`config.mk`:
```
export PLATFORM = sky130hd
export DESIGN_NAME = pgc_channel
export DESIGN_NICKNAME = d
export VERILOG_FILES = /design/src/core/pgc_pkg.sv /design/src/core/pgc_dt_if.sv /design/src/core/pgc_dead_time.sv /design/src/core/pgc_trigger.sv /design/src/core/pgc_channel.sv
export SDC_FILE = /design/constraint.sdc
export NUM_CORES = 1
export LEC_CHECK = 0
export ABC_AREA = 1
export BUFFER_PORTS_ARGS = -buffer_cell sky130_fd_sc_hd__buf_2
export CAP_MARGIN = 20
export CORE_MARGIN = 1
export CORE_UTILIZATION = 56
export CTS_BUF_LIST = sky130_fd_sc_hd__clkbuf_8
export CTS_CLUSTER_DIAMETER = 60
export DETAILED_ROUTE_END_ITERATION = 10
export PLACE_DENSITY_LB_ADDON = 0.15
export SLEW_MARGIN = 0
export SYNTH_ARGS = -nofsm -noshare
export SYNTH_HDL_FRONTEND = slang
export SYNTH_SLANG_ARGS = --single-unit
```
`constraint.sdc`:
```
create_clock -name i_mclk -period 14 [get_ports i_mclk]
set_input_delay 1.4 -clock i_mclk [delete_from_list [all_inputs] [get_ports i_mclk]]
set_output_delay 1.4 -clock i_mclk [all_outputs]
set_load 0.01 [all_outputs]
```
`src/core/pgc_pkg.sv`:
```
// pgc_pkg: register map, field positions and encodings of one pwm generator channel
// assumes a 32-bit apb slave with registers on aligned words, data in the low 16 bits
package pgc_pkg;
    localparam logic [7:0] OFF_CTRL = 8'h00;
    localparam logic [7:0] OFF_DUTY = 8'h04;
    localparam logic [7:0] OFF_LDUTY = 8'h08;
    localparam logic [7:0] OFF_PHASE = 8'h0C;
    localparam logic [7:0] OFF_LPHASE = 8'h10;
    localparam logic [7:0] OFF_DT = 8'h14;
    localparam logic [7:0] OFF_ALTDT = 8'h18;
    localparam logic [7:0] OFF_TRIG = 8'h1C;
    localparam logic [7:0] OFF_CFG = 8'h20;
    localparam logic [7:0] OFF_MDUTY = 8'h24;
    localparam logic [7:0] OFF_MPER = 8'h28;
    localparam logic [7:0] OFF_STAT = 8'h2C;
    // generator_control fields
    localparam int CTRL_TRGSTAT = 13;
    localparam int CTRL_TRGIEN = 10;
    localparam int CTRL_ITB = 9;
    localparam int CTRL_MDS = 8;
    localparam int CTRL_DTC_HI = 7;
    localparam int CTRL_DTC_LO = 6;
    localparam int CTRL_POL = 5;
    localparam int CTRL_TBS = 3;
    localparam int CTRL_CAM = 2;
    localparam int CTRL_XPR = 1;
    localparam int CTRL_IUE = 0;
    localparam logic [15:0] CTRL_WMASK = 16'h07EF;
    localparam logic [15:0] DT_MASK = 16'h3FFF;
    localparam logic [15:0] TRIG_MASK = 16'hF03F;
    localparam int TRIG_DIV_LO = 12;
    // cfg register fields
    localparam int CFG_EN = 0;
    localparam int CFG_PIN_PAIR_MODE_LO = 1;
    localparam int CFG_CURRENT_LIMIT_MODE_EN = 3;
    localparam int CFG_SECONDARY = 4;
    localparam logic [15:0] CFG_WMASK = 16'h001F;
    localparam logic [15:0] RESET_ZERO = 16'h0000;
    localparam logic [15:0] MPER_RESET = 16'hFFFF;
    typedef enum logic [1:0] {
        PGC_DT_POS = 2'b00,
        PGC_DT_NEG = 2'b01,
        PGC_DT_OFF = 2'b10,
        PGC_DT_COMP = 2'b11
    } pgc_dt_e;
    typedef enum logic [1:0] {
        PGC_PM_COMPL = 2'b00,
        PGC_PM_REDUND = 2'b01,
        PGC_PM_PUSHPULL = 2'b10,
        PGC_PM_INDEP = 2'b11
    } pgc_pin_pair_mode_e;
endpackage : pgc_pkg

```
`src/core/pgc_dt_if.sv`:
```
// pgc_dt_if: raw pwm edge pair and dead-time settings passed to the dead-time unit
// assumes one clock shared by both ends
`timescale 1ns/1ps
interface pgc_dt_if;
    logic raw_h;
    logic raw_l;
    logic [1:0] mode;
    logic comp_polarity;
    logic comp_input;
    logic complementary;
    logic [13:0] dead_time_count;
    logic [13:0] alt_dead_time_count;
    logic out_h;
    logic out_l;
    modport gen (output raw_h, raw_l, mode, comp_polarity, comp_input, complementary,
        dead_time_count, alt_dead_time_count, input out_h, out_l);
    modport dtu (input raw_h, raw_l, mode, comp_polarity, comp_input, complementary,
        dead_time_count, alt_dead_time_count, output out_h, out_l);
endinterface : pgc_dt_if

```
`src/core/pgc_dead_time.sv`:
```
// pgc_dead_time: delays output edges by dead-time counts per the control mode
// assumes raw edges from the generator on the same clock; counts in i_mclk ticks
`timescale 1ns/1ps
module pgc_dead_time (
    input wire logic i_mclk,
    input wire logic i_rst,
    pgc_dt_if.dtu dt
);
    logic [13:0] cnt_reg;
    logic h_reg;
    logic l_reg;
    logic [13:0] rise_h_dt;
    logic [13:0] rise_l_dt;
    logic pol_eff;
    logic raw_l_eff;
    logic h_rise;
    logic l_rise;
    // polarity matters only in compensation mode
    assign pol_eff = (dt.mode == pgc_pkg::PGC_DT_COMP) ? dt.comp_polarity : 1'b0;
    // compensation: the shortened output gets the long delay, lengthened one the alternate
    assign rise_h_dt = (dt.mode == pgc_pkg::PGC_DT_COMP) ?
        (((dt.comp_input == 1'b0) == pol_eff) ? dt.alt_dead_time_count : dt.dead_time_count)
        : dt.dead_time_count;
    assign rise_l_dt = (dt.mode == pgc_pkg::PGC_DT_COMP) ?
        (((dt.comp_input == 1'b0) == pol_eff) ? dt.dead_time_count : dt.alt_dead_time_count)
        : dt.alt_dead_time_count;
    assign raw_l_eff = dt.complementary ? ~dt.raw_h : dt.raw_l;
    assign h_rise = dt.raw_h & ~h_reg;
    assign l_rise = raw_l_eff & ~l_reg;
    assign dt.out_h = h_reg;
    assign dt.out_l = l_reg;
    always_ff @(posedge i_mclk) begin
        if (i_rst) begin
            cnt_reg <= 14'h0000;
            h_reg <= 1'b0;
            l_reg <= 1'b0;
        end else if (dt.mode == pgc_pkg::PGC_DT_OFF ||
                     (dt.mode == pgc_pkg::PGC_DT_NEG && !dt.complementary)) begin
            h_reg <= dt.raw_h;
            l_reg <= raw_l_eff;
            cnt_reg <= 14'h0000;
        end else if (dt.mode == pgc_pkg::PGC_DT_NEG) begin
            // negative dead time: the hold needs a nonzero count, which is zero at an edge, so edges pass unheld without overlap
            h_reg <= dt.raw_h | (h_reg & cnt_reg != 14'h0000);
            l_reg <= raw_l_eff | (l_reg & cnt_reg != 14'h0000);
            cnt_reg <= (dt.raw_h != h_reg || raw_l_eff != l_reg) ?
                ((cnt_reg == 14'h0000) ? dt.dead_time_count : cnt_reg - 14'h0001) : 14'h0000;
        end else begin
            // positive or compensation: rising edges held back by the count
            if (!dt.raw_h) h_reg <= 1'b0;
            if (!raw_l_eff) l_reg <= 1'b0;
            if (h_rise || l_rise) begin
                if (cnt_reg >= (h_rise ? rise_h_dt : rise_l_dt)) begin
                    h_reg <= dt.raw_h;
                    l_reg <= raw_l_eff;
                    cnt_reg <= 14'h0000;
                end else begin
                    cnt_reg <= cnt_reg + 14'h0001;
                end
            end else begin
                cnt_reg <= 14'h0000;
            end
        end
    end
endmodule : pgc_dead_time

```
`src/core/pgc_trigger.sv`:
```
// pgc_trigger: start delay and divider for adc trigger events
// assumes a one-cycle period pulse and a one-cycle trigger event on i_mclk
`timescale 1ns/1ps
module pgc_trigger (
    input wire logic i_mclk,
    input wire logic i_rst,
    input wire logic i_enable,
    input wire logic i_period,
    input wire logic i_event,
    input wire logic [3:0] i_divider,
    input wire logic [5:0] i_start,
    output logic o_trigger
);
    logic [5:0] wait_reg;
    logic [3:0] div_reg;
    logic en_q_reg;
    logic armed;
    assign armed = en_q_reg && wait_reg == 6'h00;
    always_ff @(posedge i_mclk) begin
        if (i_rst) begin
            wait_reg <= 6'h00;
            div_reg <= 4'h0;
            en_q_reg <= 1'b0;
            o_trigger <= 1'b0;
        end else begin
            en_q_reg <= i_enable;
            o_trigger <= 1'b0;
            if (i_enable && !en_q_reg) begin
                wait_reg <= i_start;
                div_reg <= 4'h0;
            end else if (!armed && i_period && wait_reg != 6'h00) begin
                wait_reg <= wait_reg - 6'h01;
            end else if (armed && i_event) begin
                // one pass per divider+1 events
                if (div_reg >= i_divider) begin
                    div_reg <= 4'h0;
                    o_trigger <= 1'b1;
                end else begin
                    div_reg <= div_reg + 4'h1;
                end
            end
        end
    end
endmodule : pgc_trigger

```
`src/core/pgc_channel.sv`:
```
// pgc_channel: one pwm generator channel with apb registers, time base, duty,
// phase, dead time and adc trigger output
// assumes apb master on i_mclk; comp and current-limit inputs are asynchronous pins
`timescale 1ns/1ps
module pgc_channel (
    input wire logic i_mclk,
    input wire logic i_rst,
    input wire logic i_psel,
    input wire logic i_penable,
    input wire logic i_pwrite,
    input wire logic [7:0] i_paddr,
    input wire logic [31:0] i_pwdata,
    output logic [31:0] o_prdata,
    output logic o_pready,
    output logic o_pslverr,
    input wire logic i_comp_input,
    input wire logic i_current_limit,
    input wire logic i_primary_sync,
    input wire logic i_secondary_sync,
    output logic o_high_output,
    output logic o_low_output,
    output logic o_adc_trigger,
    output logic o_trigger_irq
);
    logic [15:0] ctrl_reg;
    logic [15:0] duty_reg;
    logic [15:0] lduty_reg;
    logic [15:0] phase_reg;
    logic [15:0] lphase_reg;
    logic [15:0] dt_reg;
    logic [15:0] altdt_reg;
    logic [15:0] trig_reg;
    logic [15:0] cfg_reg;
    logic [15:0] mduty_reg;
    logic [15:0] mper_reg;
    // active copies loaded at period boundary unless immediate update
    logic [15:0] act_duty_reg;
    logic [15:0] act_lduty_reg;
    logic [15:0] act_phase_reg;
    logic [15:0] act_lphase_reg;
    logic [13:0] act_dt_reg;
    logic [13:0] act_altdt_reg;
    logic [15:0] act_mduty_reg;
    logic [15:0] cnt_reg;
    logic [15:0] lcnt_reg;
    logic down_reg;
    logic [1:0] cmp_sync_reg;
    logic [1:0] cl_sync_reg;
    logic [1:0] psync_reg;
    logic [1:0] ssync_reg;
    logic sync_q_reg;
    logic wr;
    logic rd;
    logic hit;
    logic [15:0] wdata;
    logic [15:0] rdata;
    logic en;
    logic independent_period_en;
    logic indep;
    logic cam_eff;
    logic sync_lvl;
    logic sync_pulse;
    logic ext_reset;
    logic [15:0] period;
    logic [15:0] lperiod;
    logic wrap;
    logic lwrap;
    logic period_edge;
    logic load;
    logic [15:0] duty_eff;
    logic [15:0] cnt_next;
    logic [15:0] lcnt_next;
    logic down_next;
    logic raw_h;
    logic raw_l;
    logic trig_pulse;
    logic [1:0] pin_pair_mode;
    logic [15:0] ctrl_merged;

    function automatic logic [15:0] pgc_wmerge(input logic [15:0] old, input logic [15:0] d,
        input logic [15:0] mask);
        pgc_wmerge = (old & ~mask) | (d & mask);
    endfunction : pgc_wmerge

    assign wr = i_psel && i_penable && i_pwrite;
    assign rd = i_psel && !i_penable && !i_pwrite;
    assign wdata = i_pwdata[15:0];
    assign ctrl_merged = pgc_wmerge(ctrl_reg, wdata, pgc_pkg::CTRL_WMASK);
    assign en = cfg_reg[pgc_pkg::CFG_EN];
    assign pin_pair_mode = cfg_reg[pgc_pkg::CFG_PIN_PAIR_MODE_LO +: 2];
    assign independent_period_en = ctrl_reg[pgc_pkg::CTRL_ITB];
    assign indep = pin_pair_mode == pgc_pkg::PGC_PM_INDEP;
    assign cam_eff = independent_period_en && ctrl_reg[pgc_pkg::CTRL_CAM];
    assign sync_lvl = ctrl_reg[pgc_pkg::CTRL_TBS] ? ssync_reg[1] : psync_reg[1];
    assign sync_pulse = sync_lvl && !sync_q_reg;
    assign ext_reset = ctrl_reg[pgc_pkg::CTRL_XPR] && independent_period_en && cl_sync_reg[1];
    assign period = independent_period_en ? act_phase_reg : mper_reg;
    assign lperiod = (independent_period_en && indep) ? act_lphase_reg : period;
    assign wrap = cam_eff ? (down_reg && cnt_reg == 16'h0000) : (cnt_reg >= period);
    assign lwrap = lcnt_reg >= lperiod;
    assign period_edge = en && (wrap || (!independent_period_en && sync_pulse) || ext_reset);
    assign load = ctrl_reg[pgc_pkg::CTRL_IUE] || period_edge;
    assign duty_eff = ctrl_reg[pgc_pkg::CTRL_MDS] ? act_mduty_reg : act_duty_reg;
    assign raw_h = en && cnt_reg < duty_eff;
    assign raw_l = en && (indep ? lcnt_reg < act_lduty_reg : raw_h);
    // master time base: the phase offset is the restart point of the shared counter
    assign cnt_next = ext_reset ? 16'h0000 :
        (!independent_period_en && sync_pulse) ? act_phase_reg :
        cam_eff ? (down_reg ? cnt_reg - 16'h0001 : cnt_reg + 16'h0001) :
        wrap ? 16'h0000 : cnt_reg + 16'h0001;
    assign down_next = cam_eff && (down_reg ? cnt_reg != 16'h0001 : cnt_reg + 16'h0001 < period);
    assign lcnt_next = !indep ? cnt_next :
        ext_reset ? 16'h0000 :
        (!independent_period_en && sync_pulse) ? act_lphase_reg :
        lwrap ? 16'h0000 : lcnt_reg + 16'h0001;
    assign hit = i_paddr[1:0] == 2'b00 && i_paddr <= pgc_pkg::OFF_STAT;
    always_comb begin
        case (i_paddr)
            pgc_pkg::OFF_CTRL: rdata = ctrl_reg;
            pgc_pkg::OFF_DUTY: rdata = duty_reg;
            pgc_pkg::OFF_LDUTY: rdata = lduty_reg;
            pgc_pkg::OFF_PHASE: rdata = phase_reg;
            pgc_pkg::OFF_LPHASE: rdata = lphase_reg;
            pgc_pkg::OFF_DT: rdata = dt_reg & pgc_pkg::DT_MASK;
            pgc_pkg::OFF_ALTDT: rdata = altdt_reg & pgc_pkg::DT_MASK;
            pgc_pkg::OFF_TRIG: rdata = trig_reg & pgc_pkg::TRIG_MASK;
            pgc_pkg::OFF_CFG: rdata = cfg_reg;
            pgc_pkg::OFF_MDUTY: rdata = mduty_reg;
            pgc_pkg::OFF_MPER: rdata = mper_reg;
            pgc_pkg::OFF_STAT: rdata = cnt_reg;
            default: rdata = pgc_pkg::RESET_ZERO;
        endcase
    end

    pgc_dt_if dtl ();
    assign dtl.raw_h = raw_h;
    assign dtl.raw_l = raw_l;
    assign dtl.mode = ctrl_reg[pgc_pkg::CTRL_DTC_HI:pgc_pkg::CTRL_DTC_LO];
    assign dtl.comp_polarity = ctrl_reg[pgc_pkg::CTRL_POL];
    assign dtl.comp_input = cmp_sync_reg[1];
    assign dtl.complementary = pin_pair_mode == pgc_pkg::PGC_PM_COMPL;
    assign dtl.dead_time_count = act_dt_reg;
    assign dtl.alt_dead_time_count = act_altdt_reg;

    pgc_dead_time u_dead_time (
        .i_mclk(i_mclk),
        .i_rst(i_rst),
        .dt(dtl.dtu)
    );

    pgc_trigger u_trigger (
        .i_mclk(i_mclk),
        .i_rst(i_rst),
        .i_enable(en),
        .i_period(period_edge),
        .i_event(period_edge),
        .i_divider(trig_reg[pgc_pkg::TRIG_DIV_LO +: 4]),
        .i_start(trig_reg[5:0]),
        .o_trigger(trig_pulse)
    );

    // bus: zero wait states, read data captured in setup for a registered prdata
    always_ff @(posedge i_mclk) begin
        if (i_rst) begin
            o_prdata <= 32'h0000_0000;
            o_pready <= 1'b0;
            o_pslverr <= 1'b0;
        end else begin
            o_pready <= i_psel && !i_penable;
            o_pslverr <= i_psel && !i_penable && !hit;
            if (rd) o_prdata <= {16'h0000, rdata};
        end
    end

    always_ff @(posedge i_mclk) begin
        if (i_rst) begin
            ctrl_reg <= pgc_pkg::RESET_ZERO;
            duty_reg <= pgc_pkg::RESET_ZERO;
            lduty_reg <= pgc_pkg::RESET_ZERO;
            phase_reg <= pgc_pkg::RESET_ZERO;
            lphase_reg <= pgc_pkg::RESET_ZERO;
            dt_reg <= pgc_pkg::RESET_ZERO;
            altdt_reg <= pgc_pkg::RESET_ZERO;
            trig_reg <= pgc_pkg::RESET_ZERO;
            cfg_reg <= pgc_pkg::RESET_ZERO;
            mduty_reg <= pgc_pkg::RESET_ZERO;
            mper_reg <= pgc_pkg::MPER_RESET;
        end else begin
            // trigger status: a write clearing the enable wins over a hardware set; cleared only by clearing the enable
            ctrl_reg[pgc_pkg::CTRL_TRGSTAT] <= ctrl_reg[pgc_pkg::CTRL_TRGIEN] &&
                (ctrl_reg[pgc_pkg::CTRL_TRGSTAT] ||
                 (trig_pulse && !cfg_reg[pgc_pkg::CFG_SECONDARY]));
            if (wr && i_paddr == pgc_pkg::OFF_CTRL) begin
                ctrl_reg[10:0] <= ctrl_merged[10:0];
                if (!wdata[pgc_pkg::CTRL_TRGIEN]) ctrl_reg[pgc_pkg::CTRL_TRGSTAT] <= 1'b0;
            end
            if (wr && i_paddr == pgc_pkg::OFF_DUTY) duty_reg <= wdata;
            if (wr && i_paddr == pgc_pkg::OFF_LDUTY) lduty_reg <= wdata;
            if (wr && i_paddr == pgc_pkg::OFF_PHASE) phase_reg <= wdata;
            if (wr && i_paddr == pgc_pkg::OFF_LPHASE) lphase_reg <= wdata;
            if (wr && i_paddr == pgc_pkg::OFF_DT) dt_reg <= wdata & pgc_pkg::DT_MASK;
            if (wr && i_paddr == pgc_pkg::OFF_ALTDT) altdt_reg <= wdata & pgc_pkg::DT_MASK;
            if (wr && i_paddr == pgc_pkg::OFF_TRIG) trig_reg <= wdata & pgc_pkg::TRIG_MASK;
            if (wr && i_paddr == pgc_pkg::OFF_CFG) cfg_reg <= wdata & pgc_pkg::CFG_WMASK;
            if (wr && i_paddr == pgc_pkg::OFF_MDUTY) mduty_reg <= wdata;
            if (wr && i_paddr == pgc_pkg::OFF_MPER) mper_reg <= wdata;
        end
    end

    always_ff @(posedge i_mclk) begin
        if (i_rst) begin
            act_duty_reg <= pgc_pkg::RESET_ZERO;
            act_lduty_reg <= pgc_pkg::RESET_ZERO;
            act_phase_reg <= pgc_pkg::RESET_ZERO;
            act_lphase_reg <= pgc_pkg::RESET_ZERO;
            act_dt_reg <= 14'h0000;
            act_altdt_reg <= 14'h0000;
            act_mduty_reg <= pgc_pkg::RESET_ZERO;
        end else if (load) begin
            act_duty_reg <= duty_reg;
            act_lduty_reg <= lduty_reg;
            act_phase_reg <= phase_reg;
            act_lphase_reg <= lphase_reg;
            act_dt_reg <= dt_reg[13:0];
            act_altdt_reg <= altdt_reg[13:0];
            act_mduty_reg <= mduty_reg;
        end
    end

    // pins pass two flops before any logic reads them
    always_ff @(posedge i_mclk) begin
        if (i_rst) begin
            cmp_sync_reg <= 2'b00;
            cl_sync_reg <= 2'b00;
            psync_reg <= 2'b00;
            ssync_reg <= 2'b00;
            sync_q_reg <= 1'b0;
        end else begin
            cmp_sync_reg <= {cmp_sync_reg[0], i_comp_input};
            cl_sync_reg <= {cl_sync_reg[0], i_current_limit};
            psync_reg <= {psync_reg[0], i_primary_sync};
            ssync_reg <= {ssync_reg[0], i_secondary_sync};
            sync_q_reg <= sync_lvl;
        end
    end

    always_ff @(posedge i_mclk) begin
        if (i_rst || !en) begin
            cnt_reg <= 16'h0000;
            lcnt_reg <= 16'h0000;
            down_reg <= 1'b0;
        end else begin
            cnt_reg <= cnt_next;
            lcnt_reg <= lcnt_next;
            down_reg <= down_next;
        end
    end

    always_ff @(posedge i_mclk) begin
        if (i_rst) begin
            o_high_output <= 1'b0;
            o_low_output <= 1'b0;
            o_adc_trigger <= 1'b0;
            o_trigger_irq <= 1'b0;
        end else begin
            o_high_output <= dtl.out_h;
            // push-pull alternates outputs by period parity is not modelled; same as redundant
            o_low_output <= dtl.out_l;
            o_adc_trigger <= trig_pulse;
            o_trigger_irq <= ctrl_reg[pgc_pkg::CTRL_TRGSTAT];
        end
    end
endmodule : pgc_channel

```
==> flow_metrics.py <==
metrics = {
    "outcome": {
        "run_status": "finished, final reports clean",
    },
    "final_layout": {
        "area_delta_synth_final_pct": 7.41,
        "fin_nets": 2780,
        "layout.cells.most_common": "nor2_1",
        "final_layout_size_suffix_gt1_share_pct": 7.29,
        "fillerInstances": 3065,
        "layout_common_cells": "nor2_1 (375), o21ai_0 (361), dfxtp_1 (350)",
    },
    "detailed_routing": {
        "drc_errors": 0,
        "detail_route.vias_per_cell": 5.84,
        "num_vias": 18100,
        "drt_iter0_drc": 2042,
        "drtAntennaViolNets": 0,
        "postRouteWirelength_um": 61400,
        "wl_met3_um": 5670,
        "wire_per_inst_um": 19.8,
        "dr.pass1.iters": 8,
        "detailroute.wirelength.met2_um": 26900,
        "highest_layer": "met4",
        "drt-met1-wl_um": 25600,
    },
    "critical_path": {
        "timing.critical_path.slowest_cell_delay_ns": 0.97,
        "worst_setup_path_start_kind": "flip-flop",
        "crit_required_ns": 14.57,
        "cell_with_the_largest_stage_delay_on_the_worst_path": "dfxtp_1",
        "worst_ep_arrival_ns": 6.61,
        "path_cells": "clkinv_1 -> o21ai_0 -> ha_1 -> nand2_1 -> nand2_1 -> nand2_1 -> nand2_1 -> nand2_1 -> nand2_1 -> nand2_1 -> nand3_1 -> nand2_1 -> nand3_2 -> nand2_4 -> nand2_8 -> inv_6 -> nor2_1 -> nor2_1",
        "cp_max_fo": 109,
        "worstSetupEndpointType": "flip-flop",
        "critical_path_class": "reg2reg",
        "critPathMostFrequentCell": "nand2_1",
    },
    "synth": {
        "synth_edf_count": 0,
        "yosys.cell_types.count": 53,
        "main_flop_type_after_synthesis": "dfxtp_1",
        "synth_seq_area_share_pct": 37.7,
        "synth_area_um2": 18600,
        "fraction_of_synthesized_cell_area_taken_by_the_top_area_cell_type_pct": 37.7,
        "postSynthRegisterBits": 350,
        "postSynthCellCount": 2623,
        "postSynth.asyncResetShare_pct": 0,
        "netlist.top_cell.by_area": "dfxtp_1",
        "synth.area.top_cells": "dfxtp_1 (38%), o21ai_0 (9.7%), nor2_1 (7.6%)",
        "post_synth.cell_area_avg_um2": 7.09,
        "ys_warn_count": 0,
    },
    "sta": {
        "final-max-slew-violation-count": 0,
        "final.period_utilization_pct": 43.1,
        "fin_worst_skew_ns": 0.0483,
        "period_needed_ns": 6.04,
        "timing.final.hold_violations": 0,
        "post-route-worst-setup-slack_ns": 7.96,
        "timing.final.setup_violations": 0,
        "maxSlewHeadroom_pct": 33.3,
        "max_freq_mhz": 166,
        "timing.setup.tns_ns": 0,
        "rsz0062_at_grt": "no",
        "tightestPinTransition_ns": 0.990,
    },
    "pwr": {
        "power_density_nw_per_um2": 96.3,
        "leakage_nw": 8.92,
        "peakVddDrop_v": 0.0000985,
    },
    "cts": {
        "cts_tree": "built",
        "cts_made_buffers": 57,
        "clkLatencyLatePin_ns": 0.68,
        "ctsHtreeMaxLevel": 2,
        "cts.sink_count": 350,
        "cts_post_setup_buffers_inserted": 0,
        "cts.reportedPaths.clkPinSlew_ns": 0.06,
        "post_cts_sizing": 0,
        "cts-hold-fix-buffers": 0,
        "ctsRootBufferMaster": "clkbuf_8",
        "clk_path_buf_depth": 3,
    },
    "placed_design": {
        "place_worst_setup_slack_ns": 8.23,
        "place.detailed.hpwl_um": 44500,
        "gp_congestion": 0.973,
        "numPortBuffers": 54,
    },
    "grt": {
        "vias_in_the_first_global_route": 16300,
        "globalRouteTotalUtil_pct": 36.2,
        "grt_max_degree": 110,
        "grt_remaining_overflow": 0,
        "number_of_antenna_violations_at_the_first_check_in_global_routing": 1,
        "grt_pass1_wl_um": 93000,
    },
    "floorplanning": {
        "dieArea_um2": 33900,
        "initial_core_util_pct": 57.0,
        "ioPinCount": 87,
        "die_x_um": 184,
        "fp.dieH_um": 184,
        "fp-row-count": 66,
        "core_area_um2": 32600,
    },
    "worst_hold_path": {
        "worst_hold_path_type": "reg2reg",
    },
    "flow_run": {
        "drv.max_cap_violation_count": 0,
    },
}
-- logic make-up after synthesis --
family | count (synthesis) | synth area share (%)
compound gates | 715 | 20.4
xor+xnor | 39 | 1.84
fa+ha+maj | 108 | 7.27
buf+inv | 459 | 10.2
flops | 350 | 37.7
mux | 29 | 1.57
other cells | 1 | 0.0202
simple gates | 922 | 21.0
-- Yosys cell counts, types with 7 or more instances --
library cell / instances
nor2_1: 375
o21ai_0: 361
dfxtp_1: 350
nand2_1: 325
inv_1: 301
a21oi_1: 236
nand3_1: 122
ha_1: 108
clkbuf_1: 82
o22ai_1: 59
buf_2: 33
xor2_1: 32
mux2i_1: 28
nor3_1: 28
o211ai_1: 22
nand4_1: 19
buf_4: 18
nor2_2: 16
a211oi_1: 8
a31oi_1: 7
inv_2: 7
xnor2_1: 7
-- metal layers --
| layer | track usage, % | vias up |
|---|---|---|
| met5 | 0 | - |
| met4 | 19.2 | 0 |
| met3 | 6.05 | 175 |
| met2 | 55.6 | 879 |
| met1 | 48.7 | 8389 |
| li1 | - | 8680 |
-- worst paths after layout --
check                       endpoint  slack (ns)          from  cells after the start
setup reg to reg  act_lphase_reg[11]        7.96   ctrl_reg[9]                     18
hold / removal          ssync_reg[1]        0.41  ssync_reg[0]                      2
setup / recovery  act_lphase_reg[11]        7.96   ctrl_reg[9]                     18
hold reg to reg         ssync_reg[1]        0.41  ssync_reg[0]                      2
-- final cells by class --
type                    instances  area [um^2]  area share [%]
diodes                          1         2.50          0.0125
clock buffers                  65          895            4.48
clock inverters                31          165           0.827
inverters                     313         1180            5.92
multi-input cells            1829         9750            48.8
flip-flops and latches        350         7010            35.1
well taps                     442          553            2.77
repair buffers                 72          409            2.05
-- worst max-delay path, delay by kind of cell (launching register included) --
family / cells / cell delay (ns)
simple gates: 14 / 2.17
buf+inv: 2 / 1.39
flops: 1 / 0.97
compound gates: 1 / 0.90
fa+ha+maj: 1 / 0.39
-- metrics by stage --
step	power (W)	hold WS [ns]	instances	utilization [%]	instance area, um^2
final	0.00192	0.408	3103	61.2	20000
after CTS	0.00192	0.409	3100	61.1	19900
after global placement	0.00108	0.393	3004	57.9	18900
after floorplan	0.00106	0.388	2638	-	18600
after detailed placement	0.00108	0.401	3004	57.9	18900
after global routing	0.00198	0.422	3103	61.2	20000
-- report_power, final --
part / internal (W) / switching [W]
registers: 0.000999 / 0.00000121
clock network: 0.000438 / 0.000424
logic: 0.0000138 / 0.0000478
total: 0.00145 / 0.000473
Power figures use the tool's default switching activity.
